File: config.mk
export PLATFORM = sky130hd
export DESIGN_NAME = mpl_poller
export DESIGN_NICKNAME = d
export VERILOG_FILES = /design/src/inc/mpl_pkg.sv /design/src/inc/mpl_frame_if.sv /design/src/mpl_poller.sv /design/src/mpl_mdc_gen.sv /design/src/mpl_frame.sv
export SDC_FILE = /design/constraint.sdc
export NUM_CORES = 1
export LEC_CHECK = 0
export ABC_AREA = 1
export BUFFER_PORTS_ARGS = -buffer_cell sky130_fd_sc_hd__clkbuf_2
export CAP_MARGIN = 20
export CORE_MARGIN = 4
export CORE_UTILIZATION = 40
export DETAILED_ROUTE_END_ITERATION = 12
export GPL_TIMING_DRIVEN = 0
export HOLD_SLACK_MARGIN = 0.15
export SLEW_MARGIN = 20
export SYNTH_ARGS = -nofsm -noshare
export SYNTH_HDL_FRONTEND = slang
export SYNTH_SLANG_ARGS = --single-unit
File: constraint.sdc
create_clock -name SYS_CLK -period 2.22 [get_ports SYS_CLK]
set_input_delay 0.222 -clock SYS_CLK [delete_from_list [all_inputs] [get_ports SYS_CLK]]
set_output_delay 0.222 -clock SYS_CLK [all_outputs]
set_load 0.05 [all_outputs]
File: src/inc/mpl_pkg.sv
/*
 * Constants and types of the PHY management poller: register map,
 * register layouts, frame layout and state encodings.
 * Assumes a 32-bit word-aligned register bus and a 5-bit PHY space.
 */
`default_nettype none

package mpl_pkg;

   // ****************************************
   // Register byte offsets
   // ****************************************
   localparam logic [7:0] OFS_CONTROL = 8'h04;
   localparam logic [7:0] OFS_PHY_RESPONDED_MAP = 8'h08;
   localparam logic [7:0] OFS_LINK = 8'h0C;
   localparam logic [7:0] OFS_LINK_RAW = 8'h10;
   localparam logic [7:0] OFS_LINK_MASKED = 8'h14;
   localparam logic [7:0] OFS_DONE_RAW = 8'h20;
   localparam logic [7:0] OFS_DONE_MASKED = 8'h24;
   localparam logic [7:0] OFS_MASK_SET = 8'h28;
   localparam logic [7:0] OFS_MASK_CLEAR = 8'h2C;
   localparam logic [7:0] OFS_ACCESS0 = 8'h80;
   localparam logic [7:0] OFS_SELECT0 = 8'h84;
   localparam logic [7:0] OFS_ACCESS1 = 8'h88;
   localparam logic [7:0] OFS_SELECT1 = 8'h8C;

   // ****************************************
   // Register layouts
   // ****************************************
   typedef struct packed {
      logic rsv0;
      logic enable;
      logic [8:0] rsv1;
      logic no_preamble;
      logic [3:0] rsv2;
      logic [15:0] divisor;
   } mpl_ctrl_t;

   typedef struct packed {
      logic go;
      logic write;
      logic ack;
      logic [2:0] rsv;
      logic [4:0] regadr;
      logic [4:0] phy;
      logic [15:0] data;
   } mpl_access_t;

   typedef struct packed {
      logic [24:0] rsv0;
      logic irq_en;
      logic rsv1;
      logic [4:0] phy;
   } mpl_select_t;

   localparam logic [31:0] CTRL_RESET = 32'h0000_00FF;
   localparam logic [31:0] SELECT_MASK = 32'h0000_005F;

   // ****************************************
   // Management frame layout
   // ****************************************
   localparam logic [4:0] STATUS_REG = 5'h01;
   localparam logic [3:0] LINK_BIT = 4'h2;
   localparam logic [1:0] FRAME_START = 2'h1;
   localparam logic [1:0] OP_READ = 2'h2;
   localparam logic [1:0] OP_WRITE = 2'h1;
   localparam logic [1:0] TA_WRITE = 2'h2;
   localparam logic [6:0] IDX_PREAMBLE = 7'h00;
   localparam logic [6:0] IDX_FRAME = 7'h20;
   localparam logic [6:0] IDX_LAST = 7'h3F;
   localparam logic [4:0] POS_TA = 5'h0E;
   localparam logic [4:0] POS_ACK = 5'h0F;
   localparam logic [4:0] POS_DATA = 5'h10;

   // ****************************************
   // State encodings
   // ****************************************
   typedef enum logic {SCH_IDLE = 1'b0, SCH_RUN = 1'b1} mpl_sched_t;
   typedef enum logic [1:0] {
      ENG_IDLE = 2'b00,
      ENG_ARM = 2'b01,
      ENG_SHIFT = 2'b11
   } mpl_eng_t;

endpackage

`default_nettype wire

File: src/inc/mpl_frame_if.sv
/*
 * Frame request and result signals between the scheduler and the
 * serial frame engine. Assumes both ends run on the same clock.
 */
`default_nettype none

interface mpl_frame_if;
   logic req;
   logic write;
   logic no_pre;
   logic [4:0] phy;
   logic [4:0] regadr;
   logic [15:0] wdata;
   logic [15:0] rdata;
   logic ack;
   logic done;

   modport ctl (output req, write, no_pre, phy, regadr, wdata, input rdata, ack, done);
   modport eng (input req, write, no_pre, phy, regadr, wdata, output rdata, ack, done);
endinterface

`default_nettype wire

File: src/mpl_poller.sv
/*
 * PHY management poller top: register file on an AHB-Lite slave,
 * background poll of all PHY addresses, link-change watch on two
 * selected PHYs and two queued user access slots.
 * Assumes one clock, a synchronous active-high reset and a single
 * master; the data pin is synchronised here before use.
 */
// Local design decisions: the register addresses and the AHB-Lite register port.
// Notes on behaviour
// RQ1: Enabled device polls every PHY address forever.
// RQ2: Bus clock is divided by software divisor.
// RQ3: Each poll reads the PHY status register.
// RQ4: Answering PHY sets its responder map bit.
// RQ5: Link bit needs answer plus active link.
// RQ6: User reads also update the responder map.
// RQ7: Idle after reset until enable is written.
// RQ8: Preamble sent unless software turns it off.
// RQ9: Two selection registers name monitored PHYs.
// RQ10: Enabled monitored link change sets event bits.
// RQ11: Go bit starts the described slot transaction.
// RQ12: Finish clears go, sets slot completion event.
// RQ13: Masked completion follows set/clear mask registers.
// RQ14: Two slots served one at a time, round-robin.
// RQ15: Software waits for go clear before rewriting.
// RQ16: Acknowledge bit tells whether a read succeeded.
// RQ17: One shared clock line and bidirectional data.
// RQ18: Read done: ack if answered, data stored.
// RQ19: Write request fields written together in one word.
// RQ20: Frame: preamble, start, opcode, addresses, turnaround, data.
// RQ21: Line released on reads; low second turnaround answers.
// RQ22: User requests beat polling at frame boundaries.
`default_nettype none

module mpl_poller (
   input wire logic SYS_CLK,
   input wire logic RST,
   input wire logic HSEL,
   input wire logic [31:0] HADDR,
   input wire logic [1:0] HTRANS,
   input wire logic HWRITE,
   input wire logic [2:0] HSIZE,
   input wire logic [31:0] HWDATA,
   input wire logic HREADY,
   output logic HREADYOUT,
   output logic [31:0] HRDATA,
   output logic HRESP,
   output logic MGMT_BUS_CLOCK,
   input wire logic MGMT_DATA_I,
   output logic MGMT_DATA_O,
   output logic MGMT_DATA_OE
);
   // ****************************************
   // State
   // ****************************************
   typedef struct packed {
      mpl_pkg::mpl_ctrl_t ctrl;
      logic [31:0] phy_responded_map;
      logic [31:0] link;
      logic [1:0] link_raw;
      logic [1:0] done_raw;
      logic [1:0] done_mask;
      mpl_pkg::mpl_access_t [1:0] acc;
      mpl_pkg::mpl_select_t [1:0] sel;
      logic [4:0] poll_addr;
      logic last_slot;
      logic cur_user;
      logic cur_slot;
      mpl_pkg::mpl_sched_t st;
      logic req;
      logic wr;
      logic [4:0] phy;
      logic [4:0] regadr;
      logic [15:0] wdata;
      logic dph;
      logic dhit;
      logic dwr;
      logic [7:0] daddr;
      logic rd_wait;
      logic [31:0] rdata;
      logic [1:0] sync;
   } mpl_top_state_t;

   mpl_top_state_t s;
   mpl_top_state_t n;

   mpl_frame_if fif ();

   logic mdc_rise;
   logic mdc_fall;

   // ****************************************
   // Register read mux
   // ****************************************
   function automatic logic [31:0] read_reg(input mpl_top_state_t st, input logic [7:0] a);
      logic [31:0] r;
      r = 32'h0000_0000;
      case (a)
         mpl_pkg::OFS_CONTROL: begin
            r = st.ctrl;
         end
         mpl_pkg::OFS_PHY_RESPONDED_MAP: begin
            r = st.phy_responded_map;
         end
         mpl_pkg::OFS_LINK: begin
            r = st.link;
         end
         mpl_pkg::OFS_LINK_RAW: begin
            r = {30'h0000_0000, st.link_raw};
         end
         mpl_pkg::OFS_LINK_MASKED: begin
            r = {30'h0000_0000, st.link_raw & {st.sel[1].irq_en, st.sel[0].irq_en}}; // RQ10
         end
         mpl_pkg::OFS_DONE_RAW: begin
            r = {30'h0000_0000, st.done_raw};
         end
         mpl_pkg::OFS_DONE_MASKED: begin
            r = {30'h0000_0000, st.done_raw & st.done_mask}; // RQ13
         end
         mpl_pkg::OFS_MASK_SET, mpl_pkg::OFS_MASK_CLEAR: begin
            r = {30'h0000_0000, st.done_mask};
         end
         mpl_pkg::OFS_ACCESS0: begin
            r = st.acc[0];
         end
         mpl_pkg::OFS_ACCESS1: begin
            r = st.acc[1];
         end
         mpl_pkg::OFS_SELECT0: begin
            r = st.sel[0];
         end
         mpl_pkg::OFS_SELECT1: begin
            r = st.sel[1];
         end
         default: begin
            r = 32'h0000_0000;
         end
      endcase
      return r;
   endfunction

   // ****************************************
   // Next state
   // ****************************************
   always_comb begin
      logic [1:0] pend;
      logic slot;
      logic new_link;
      logic [31:0] w;
      pend = {s.acc[1].go, s.acc[0].go};
      slot = 1'b0;
      new_link = 1'b0;
      w = HWDATA;
      n = s;
      n.req = 1'b0;
      // First flop feeds only the second one
      n.sync = {s.sync[0], MGMT_DATA_I};
      n.rd_wait = 1'b0;

      // Bus address phase; a stalled read holds the pending one
      if (HREADY) begin
         n.dph = HSEL & HTRANS[1];
         n.dhit = HADDR[31:8] == 24'h00_0000;
         n.dwr = HWRITE;
         n.daddr = HADDR[7:0];
         n.rd_wait = HSEL & HTRANS[1] & ~HWRITE;
      end

      // Read data captured one cycle late so a write just before is seen
      if (s.rd_wait) begin
         n.rdata = s.dhit ? read_reg(s, s.daddr) : 32'h0000_0000;
      end

      // Bus write data phase
      if (s.dph && s.dwr && s.dhit) begin
         case (s.daddr)
            mpl_pkg::OFS_CONTROL: begin
               n.ctrl = w; // RQ7
            end
            mpl_pkg::OFS_LINK_RAW: begin
               n.link_raw = s.link_raw & ~w[1:0];
            end
            mpl_pkg::OFS_DONE_RAW: begin
               n.done_raw = s.done_raw & ~w[1:0];
            end
            mpl_pkg::OFS_MASK_SET: begin
               n.done_mask = s.done_mask | w[1:0]; // RQ13
            end
            mpl_pkg::OFS_MASK_CLEAR: begin
               n.done_mask = s.done_mask & ~w[1:0]; // RQ13
            end
            mpl_pkg::OFS_ACCESS0: begin
               n.acc[0] = w; // RQ11
               n.acc[0].ack = s.acc[0].ack;
               n.acc[0].rsv = 3'h0;
            end
            mpl_pkg::OFS_ACCESS1: begin
               n.acc[1] = w; // RQ11
               n.acc[1].ack = s.acc[1].ack;
               n.acc[1].rsv = 3'h0;
            end
            mpl_pkg::OFS_SELECT0: begin
               n.sel[0] = w & mpl_pkg::SELECT_MASK; // RQ9
            end
            mpl_pkg::OFS_SELECT1: begin
               n.sel[1] = w & mpl_pkg::SELECT_MASK; // RQ9
            end
            default: begin
            end
         endcase
      end

      // Scheduler; hardware updates come after bus writes so sets win
      case (s.st)
         mpl_pkg::SCH_IDLE: begin
            if (s.ctrl.enable) begin // RQ7
               n.req = 1'b1;
               n.st = mpl_pkg::SCH_RUN;
               if (pend != 2'b00) begin // RQ22
                  slot = (pend == 2'b11) ? ~s.last_slot : pend[1]; // RQ14
                  n.last_slot = slot;
                  n.cur_slot = slot;
                  n.cur_user = 1'b1;
                  n.wr = s.acc[slot].write;
                  n.phy = s.acc[slot].phy;
                  n.regadr = s.acc[slot].regadr;
                  n.wdata = s.acc[slot].data;
               end else begin
                  n.cur_user = 1'b0;
                  n.wr = 1'b0;
                  n.phy = s.poll_addr; // RQ1
                  n.regadr = mpl_pkg::STATUS_REG; // RQ3
                  n.wdata = 16'h0000;
               end
            end
         end
         mpl_pkg::SCH_RUN: begin
            if (fif.done) begin
               n.st = mpl_pkg::SCH_IDLE;
               if (s.cur_user) begin
                  n.acc[s.cur_slot].go = 1'b0; // RQ12
                  n.done_raw[s.cur_slot] = 1'b1; // RQ12
                  if (!s.wr) begin
                     n.acc[s.cur_slot].ack = fif.ack; // RQ16 RQ18
                     if (fif.ack) begin
                        n.acc[s.cur_slot].data = fif.rdata; // RQ18
                     end
                     n.phy_responded_map[s.phy] = fif.ack; // RQ6
                  end
               end else begin
                  new_link = fif.ack & fif.rdata[mpl_pkg::LINK_BIT];
                  n.phy_responded_map[s.phy] = fif.ack; // RQ4
                  n.link[s.phy] = new_link; // RQ5
                  for (int i = 0; i < 2; i++) begin
                     if (s.sel[i].irq_en && s.sel[i].phy == s.phy
                         && new_link != s.link[s.phy]) begin
                        n.link_raw[i] = 1'b1; // RQ10
                     end
                  end
                  n.poll_addr = s.phy + 5'h01; // RQ1
               end
            end
         end
         default: begin
            n.st = mpl_pkg::SCH_IDLE;
         end
      endcase
   end

   always_ff @(posedge SYS_CLK) begin
      if (RST) begin
         s <= '0;
         s.ctrl <= mpl_pkg::CTRL_RESET;
      end else begin
         s <= n;
      end
   end

   // ****************************************
   // Frame request and serial pins
   // ****************************************
   assign fif.req = s.req;
   assign fif.write = s.wr;
   assign fif.no_pre = s.ctrl.no_preamble; // RQ8
   assign fif.phy = s.phy;
   assign fif.regadr = s.regadr;
   assign fif.wdata = s.wdata;

   // Clock keeps running to finish a frame even if enable drops
   mpl_mdc_gen u_div (
      .clk(SYS_CLK),
      .rst(RST),
      .run(s.ctrl.enable | (s.st == mpl_pkg::SCH_RUN)),
      .divisor(s.ctrl.divisor),
      .mdc(MGMT_BUS_CLOCK), // RQ17
      .rise(mdc_rise),
      .fall(mdc_fall)
   );

   mpl_frame u_frame (
      .clk(SYS_CLK),
      .rst(RST),
      .rise(mdc_rise),
      .fall(mdc_fall),
      .din(s.sync[1]),
      .dout(MGMT_DATA_O), // RQ17
      .doe(MGMT_DATA_OE),
      .f(fif)
   );

   // ****************************************
   // Bus answer
   // ****************************************
   assign HREADYOUT = ~s.rd_wait;
   assign HRDATA = s.rdata;
   assign HRESP = 1'b0;
endmodule

`default_nettype wire

File: src/mpl_mdc_gen.sv
/*
 * Management bus clock divider: half period of divisor+1 cycles,
 * with one-cycle rise and fall strobes.
 * Assumes run stays high for a whole frame.
 */
`default_nettype none

module mpl_mdc_gen (
   input wire logic clk,
   input wire logic rst,
   input wire logic run,
   input wire logic [15:0] divisor,
   output logic mdc,
   output logic rise,
   output logic fall
);
   typedef struct packed {
      logic [15:0] cnt;
      logic mdc;
      logic rise;
      logic fall;
   } mpl_div_state_t;

   mpl_div_state_t s;
   mpl_div_state_t n;

   always_comb begin
      n = s;
      n.rise = 1'b0;
      n.fall = 1'b0;
      // Stopped clock rests low so no edge leaks out while idle
      if (!run) begin
         n.cnt = 16'h0000;
         n.mdc = 1'b0;
      end else if (s.cnt >= divisor) begin
         n.cnt = 16'h0000;
         n.mdc = ~s.mdc; // RQ2
         n.rise = ~s.mdc;
         n.fall = s.mdc;
      end else begin
         n.cnt = s.cnt + 16'h0001;
      end
   end

   always_ff @(posedge clk) begin
      if (rst) begin
         s <= '0;
      end else begin
         s <= n;
      end
   end

   assign mdc = s.mdc;
   assign rise = s.rise;
   assign fall = s.fall;
endmodule

`default_nettype wire

File: src/mpl_frame.sv
/*
 * Serial frame engine: shifts one management frame out on the data
 * line, releases it for read turnaround and data, samples replies.
 * Assumes din is already synchronised and strobes come from the divider.
 */
`default_nettype none

module mpl_frame (
   input wire logic clk,
   input wire logic rst,
   input wire logic rise,
   input wire logic fall,
   input wire logic din,
   output logic dout,
   output logic doe,
   mpl_frame_if.eng f
);
   typedef struct packed {
      mpl_pkg::mpl_eng_t st;
      logic [6:0] idx;
      logic [31:0] frame;
      logic wr;
      logic ack;
      logic [15:0] rdata;
      logic done;
      logic o;
      logic oe;
   } mpl_eng_state_t;

   mpl_eng_state_t s;
   mpl_eng_state_t n;

   // Preamble bits are ones; frame bits go out MSB first
   function automatic logic frame_bit(input logic [31:0] fr, input logic [6:0] idx);
      return idx[5] ? fr[~idx[4:0]] : 1'b1;
   endfunction

   always_comb begin
      n = s;
      n.done = 1'b0;
      case (s.st)
         mpl_pkg::ENG_IDLE: begin
            if (f.req) begin
               n.frame = {mpl_pkg::FRAME_START,
                          f.write ? mpl_pkg::OP_WRITE : mpl_pkg::OP_READ,
                          f.phy, f.regadr, mpl_pkg::TA_WRITE,
                          f.write ? f.wdata : 16'h0000}; // RQ20
               n.wr = f.write;
               n.idx = f.no_pre ? mpl_pkg::IDX_FRAME : mpl_pkg::IDX_PREAMBLE; // RQ8
               n.ack = 1'b0;
               n.rdata = 16'h0000;
               n.st = mpl_pkg::ENG_ARM;
            end
         end
         mpl_pkg::ENG_ARM: begin
            if (fall) begin
               n.o = frame_bit(s.frame, s.idx);
               n.oe = 1'b1;
               n.st = mpl_pkg::ENG_SHIFT;
            end
         end
         mpl_pkg::ENG_SHIFT: begin
            // Sample at the rising edge, the point the reply is valid
            if (rise && s.idx[5] && !s.wr) begin
               if (s.idx[4:0] == mpl_pkg::POS_ACK) begin
                  n.ack = ~din; // RQ21
               end
               if (s.idx[4:0] >= mpl_pkg::POS_DATA) begin
                  n.rdata = {s.rdata[14:0], din};
               end
            end
            if (fall) begin
               if (s.idx == mpl_pkg::IDX_LAST) begin
                  n.done = 1'b1;
                  n.o = 1'b0;
                  n.oe = 1'b0;
                  n.st = mpl_pkg::ENG_IDLE;
               end else begin
                  n.idx = s.idx + 7'h01;
                  n.o = frame_bit(s.frame, n.idx);
                  n.oe = s.wr | ~n.idx[5] | (n.idx[4:0] < mpl_pkg::POS_TA); // RQ21
               end
            end
         end
         default: begin
            n.st = mpl_pkg::ENG_IDLE;
         end
      endcase
   end

   always_ff @(posedge clk) begin
      if (rst) begin
         s <= '0;
      end else begin
         s <= n;
      end
   end

   assign dout = s.o;
   assign doe = s.oe;
   assign f.rdata = s.rdata;
   assign f.ack = s.ack;
   assign f.done = s.done;
endmodule

`default_nettype wire

==> flow_summary.yaml, run 1 <==
sta:
  clock_skew_ns: 0.0167
  period_share: 0.977
  whs_ns: 0.409
  finalHoldViolCount: 0
  fmax_ghz: 0.461
  slew_viol_final: 0
  setup_ws_ns: 0.0501
  fin_crit_ns: 2.17
  rsz0062_at_grt: "no"
  worst_pin_slew_ns: 0.918
  max_slew_margin: 0.388
  setup-violations-final: 0
detailed_routing:
  routedWlPerCell_um: 21.2
  first_iter_violations: 1845
  finalWirelength_mm: 62.8
  first_pass_iters: 5
  route.detailed.drc: 0
  routed_via_density: 5.61
  antenna_left: 0
  vias: 16600
global_routing:
  grt-ovfl-total: 0
  grt_pass1_vias: 15500
  grt_pass1_wl_mm: 93.9
  antenna_found_initial: 1
  grt_max_degree: 13
  grt_usage: 0.275
floorplan:
  dieWidth_um: 209
  core_area_um2: 39700
  num_rows: 73
  ios: 112
  start_util: 0.406
  die_y_um: 209
  die-area_um2: 43600
setup_path:
  cp_max_fo: 10
  rr_worst_depth: 9
  cp.required_ns: 2.70
  r2r_slack_ns: 0.05
  crit_type: "flip-flop to flip-flop"
  cp.arrival_ns: 2.65
  critPathLaunchType: "flip-flop"
  rr_endpoint: "HRDATA[18]"
  critPathLaunch: "s[38]"
  cp-end-kind: "flip-flop"
  endpoint: "HRDATA[18]"
  timing.rr.start: "s[38]"
cells_and_area:
  final_cell_area_um2: 19100
  drive_gt1_frac: 0.138
  synthToLayoutAreaGrowth_pct: 18.8
  final_cells: 2962
  finalNetCount: 2512
  fin_util: 0.482
synth:
  yosysWarnings: 0
  ys_seq_area_frac: 0.411
  netlist-cell-type-count: 48
  syn_area_um2: 16100
  avgSynthCellArea_um2: 7.28
  syn-num-nets: 2312
  synth_seq_cells: 331
  netlist_instances: 2214
placement:
  port_buffers: 105
  globalplace.congestion: 0.972
  dp.final_hpwl_mm: 47.0
  dpl-instance-area_um2: 17300
  pre_cts_ws_ns: -0.619
  dp.cells: 2844
clocking:
  clkTransAtPathRegs_ns: 0.06
  numCtsBuffers: 39
  clock_sinks: 331
  cts-root-buf: "clkbuf_16"
  h-tree-depth: 2
  clk_latency_ns: 0.56
  tritoncts: "done"
  clockBufferDepth: 3
power_and_ir_drop:
  p_per_area_nw_per_um2: 675
  power.leakage_nw: 7.40
  irDropWorstVdd_mv: 0.445
min_path:
  hp-class: "flip-flop to flip-flop"
status:
  run_status: "finished, final reports clean"
flow_run:
  drv_cap: 0
==> Yosys cell counts, drive strengths merged <==
master   count  share of area
a211oi      27          0.013
o22ai       11         0.0043
nor4        31          0.012
a22oi        3         0.0014
o21a         1        0.00047
clkinv       6         0.0015
inv        246          0.057
nand3b       1        0.00047
clkbuf      73          0.017
xor2        12         0.0065
o221ai      19          0.010
ha          23          0.018
a311oi      16         0.0087
nand2      435           0.10
nor3b        1        0.00047
o211ai      56          0.026
xnor2        4         0.0022
nand3       79          0.025
a21oi      277          0.087
buf         94          0.039
nor2       125          0.034
o21ai      219          0.068
a31oi       29          0.011
dfxtp      331           0.41
conb         1        0.00023
nor3        60          0.022
nand4       17         0.0075
or2          2        0.00078
a221oi      13          0.010
o2111ai      2         0.0011
==> where the power goes <==
part	leakage (nW)	internal, mW	total, mW	switching, mW
Combinational	4.12	0.164	0.527	0.363
Clock	0.615	3.84	6.43	2.59
Sequential	2.67	5.95	5.97	0.0124
==> state kept, by name (all words and copies together) (netlist names), named ones only <==
signal	count
u_frame.f.ack	1
fif.no_pre	1
u_frame.f.rdata	16
u_div.fall	1
u_frame.s	38
fif.phy	5
u_div.mdc	1
s	190
u_frame.f.done	1
fif.regadr	5
u_div.s	16
fif.wdata	16
u_frame.doe	1
fif.req	1
HRDATA	32
u_div.rise	1
u_frame.dout	1
fif.write	1
n	1
==> cell families after synthesis <==
family / count (synthesis) / share of synthesized area
simple gates: 751 / 0.206
compound gates: 673 / 0.242
buf+inv: 419 / 0.115
flops: 331 / 0.411
fa+ha+maj: 23 / 0.0179
xor+xnor: 16 / 0.00870
other cells: 1 / 0.000233
==> worst min path at each step <==
stage / from / end / cells after the start
after floorplan: HWRITE / s[34] / 1
after global placement: n[1] / s[1] / 2
after detailed placement: n[1] / s[1] / 2
after CTS: MGMT_DATA_I / n[1] / 4
after global routing: HWRITE / s[34] / 3
final: n[1] / s[1] / 2
==> per-layer routing <==
| metal | vias up | part of all wire | wire (um) | GRT usage |
|---|---|---|---|---|
| li1 | 7879 | - | - | - |
| met1 | 7835 | 0.44 | 27600 | 0.387 |
| met2 | 767 | 0.44 | 27400 | 0.423 |
| met3 | 133 | 0.088 | 5500 | 0.0504 |
| met4 | 0 | 0.037 | 2340 | 0.104 |
| met5 | - | 0 | 0 | 0 |
==> layout by cell type (no fill, tap or decap), drive strengths merged <==
cell	instances
nand2	435
dfxtp	331
a21oi	277
inv	245
clkbuf	233
o21ai	219
nor2	125
buf	99
nand3	79
nor3	60
o211ai	56
dlygate4sd3	50
nor4	31
a31oi	29
a211oi	27
ha	23
o221ai	19
nand4	17
a311oi	16
a221oi	13
xor2	12
o22ai	11
clkinv	10
xnor2	4
a22oi	3
clkinvlp	2
o2111ai	2
bufinv	2
or2	2
diode	1
o21a	1
nand3b	1
nor3b	1
conb	1
==> critical path: stages (launching register included) <==
cell	delay (ns)
dfxtp_1	0.42
inv_2	0.10
nor2_4	0.18
nand2_4	0.09
nor2_8	0.19
inv_2	0.13
clkbuf_2	0.25
o21ai_0	0.36
o21ai_1	0.21
a21oi_1	0.15
==> metrics by stage <==
stage          power [mW]  TNS, ns
3_3_place_gp         6.53   -29.85
6_report             12.9        0
5_1_grt              13.2        0
2_1_floorplan        6.31        0
4_1_cts              13.0        0
3_5_place_dp         6.54   -40.10
==> cell type report <==
class / instances / area, um^2
antenna: 1 / 2.50
buffer: 167 / 917
clock buffer: 56 / 1160
clock inverter: 7 / 91.3
fill: 4006 / 20600
inverter: 252 / 953
multi-input combinational: 1464 / 7680
sequential: 331 / 6630
tap: 525 / 657
timing repair buffer: 159 / 1060
==> repair_timing <==
item	CTS	global route
setup endpoints to repair	34	44
hold buffers	51	0
resized for setup	8	30
hold endpoints to repair	110	0
buffers inserted	0	4
pin swaps	0	1
No activity file was read; power rests on OpenSTA's default activity.
==> run 2: changes to the inputs <==
--- a/config.mk
+++ b/config.mk
@@ -13,6 +13,7 @@
 export DETAILED_ROUTE_END_ITERATION = 12
 export GPL_TIMING_DRIVEN = 0
 export HOLD_SLACK_MARGIN = 0.15
+export SETUP_SLACK_MARGIN = 0.3
 export SLEW_MARGIN = 20
 export SYNTH_ARGS = -nofsm -noshare
 export SYNTH_HDL_FRONTEND = slang
==> flow_summary.yaml, run 2 (synthesized netlist as in run 1, its figures left out) <==
clocking:
  clk_latency_ns: 0.56
  tritoncts: "done"
  clkTransAtPathRegs_ns: 0.06
  h-tree-depth: 2
  clockBufferDepth: 3
  cts-root-buf: "clkbuf_16"
  numCtsBuffers: 39
  clock_sinks: 331
sta:
  setup_ws_ns: 0.294
  worst_pin_slew_ns: 0.979
  clock_skew_ns: 0.0143
  max_slew_margin: 0.347
  fmax_ghz: 0.519
  fin_crit_ns: 1.93
  finalHoldViolCount: 0
  slew_viol_final: 0
  setup-violations-final: 0
  period_share: 0.868
  rsz0062_at_grt: "yes"
setup_path:
  crit_path_frequent_cell: "nand2_4"
  worst-path-buf-inv: 4
  crit_slowest_cell: "dfxtp_2"
  crit_type: "flip-flop to flip-flop"
  cpPeakStageDelay_ns: 0.32
  cp.arrival_ns: 2.40
  cp_max_fo: 7
  crit_family: "buffers and inverters"
  cp-end-kind: "flip-flop"
  critPathLaunchType: "flip-flop"
  cp_cell_sequence: "inv_2 > nand2_4 > nor3_4 > buf_6 > nand2_4 > nand2_4 > nor2_4 > a21oi_4 > buf_12 > clkbuf_16 > o21ai_2 > a21oi_1"
  cp.required_ns: 2.69
floorplan:
  dieWidth_um: 209
  die_y_um: 209
  die-area_um2: 43600
  core_area_um2: 39700
  start_util: 0.406
  ios: 112
  num_rows: 73
cells_and_area:
  finalNetCount: 2560
  fin_util: 0.512
  final_cells: 3010
  drive_gt1_frac: 0.209
  final_cell_area_um2: 20300
  synthToLayoutAreaGrowth_pct: 26.1
  fillers: 3911
  final_common_cell: "nand2_1"
  regMostFlops: "s"
  final_cell_mix: "nand2_1, dfxtp_1, a21oi_1"
  largest_reg_flops: 190
detailed_routing:
  routed_via_density: 5.67
  vias: 17100
  first_iter_violations: 1913
  antenna_left: 0
  finalWirelength_mm: 64.7
  first_pass_iters: 6
  routedWlPerCell_um: 21.5
  route.detailed.drc: 0
global_routing:
  grt-ovfl-total: 0
  grt_pass1_vias: 15700
  grt_pass1_wl_mm: 95.2
  grt_max_degree: 13
  antenna_found_initial: 1
  grt_usage: 0.279
placement:
  globalplace.congestion: 0.972
  dpl-instance-area_um2: 17300
  dp.final_hpwl_mm: 47.0
  dp.cells: 2844
  port_buffers: 105
  pre_cts_ws_ns: -0.619
status:
  run_status: "finished, final reports clean"
min_path:
  hp-class: "flip-flop to flip-flop"
power_and_ir_drop:
  irDropWorstVdd_mv: 0.449
  p_per_area_nw_per_um2: 641
  power.leakage_nw: 7.86
flow_run:
  drv_cap: 0
run 2: changes by cell type in the layout (fill, tap and decap cells not counted), moves of 11 or more:
cell | previous run | this run
inv_1 | 225 | 214
nor2_1 | 111 | 97
buf_2 | 41 | 24
o21ai_0 | 177 | 158
dfxtp_2 | 1 | 15
buf_4 | 43 | 77
nor3_1 | 49 | 36
clkbuf_2 | 110 | 131
o21ai_2 | 2 | 21
clkbuf_1 | 73 | 51
dfxtp_1 | 330 | 315
nand2_1 | 425 | 413
run 2: final timing paths:
check         from    endpoint  slack, ns  depth (start not counted)
min           n[1]        s[1]       0.41                          2
max          s[35]  HRDATA[19]       0.29                         12
min reg2reg   n[1]        s[1]       0.41                          2
max reg2reg  s[35]  HRDATA[19]       0.29                         12
run 2: repair_timing:
| item | in CTS | in global routing |
|---|---|---|
| gates resized for setup | 107 | 195 |
| hold buffers | 57 | 0 |
| setup buffers | 16 | 24 |
| hold endpoints to repair | 110 | 0 |
| gates cloned | 2 | 3 |
| pin swaps | 8 | 33 |
| endpoints found under the setup margin | 181 | 232 |
run 2: metal layers:
| metal | vias to the layer above | share of wire | wire length [um] | GRT usage |
|---|---|---|---|---|
| li1 | 8006 | - | - | - |
| met1 | 8125 | 0.43 | 27900 | 0.391 |
| met2 | 811 | 0.44 | 28700 | 0.433 |
| met3 | 132 | 0.091 | 5900 | 0.0503 |
| met4 | 0 | 0.034 | 2180 | 0.103 |
| met5 | - | 0 | 0 | 0 |
run 2: final cells by class:
cell class / count / area [um^2] / share of cell area
multi-input combinational: 1464 / 8200 / 0.403
timing repair inverter: 1 / 7.51 / 0.000369
antenna: 1 / 2.50 / 0.000123
tap: 525 / 657 / 0.0323
clock inverter: 7 / 91.3 / 0.00449
inverter: 252 / 987 / 0.0486
buffer: 167 / 1060 / 0.0521
timing repair buffer: 206 / 1510 / 0.0742
sequential: 331 / 6650 / 0.327
clock buffer: 56 / 1160 / 0.0572
run 2: worst reg2reg max path: stages (launching register included):
cell and delay (ns):
dfxtp_2 0.32, inv_2 0.07, nand2_4 0.07, nor3_4 0.27, buf_6 0.19, nand2_4 0.08
nand2_4 0.07, nor2_4 0.04, a21oi_4 0.16, buf_12 0.18, clkbuf_16 0.17, o21ai_2 0.06
a21oi_1 0.16
run 2: power by group:
group | total [mW] | internal (mW) | switching, mW
Clock | 6.44 | 3.84 | 2.60
Combinational | 0.616 | 0.217 | 0.399
Sequential | 5.97 | 5.95 | 0.0140
run 2: metrics by stage:
step | TNS [ns] | total power, mW | hold slack (ns)
3_3_place_gp | -29.85 | 6.53 | 0.394
3_5_place_dp | -40.10 | 6.54 | 0.403
5_1_grt | 0 | 13.3 | 0.438
6_report | 0 | 13.0 | 0.410
4_1_cts | 0 | 13.0 | 0.389
2_1_floorplan | 0 | 6.31 | 0.301
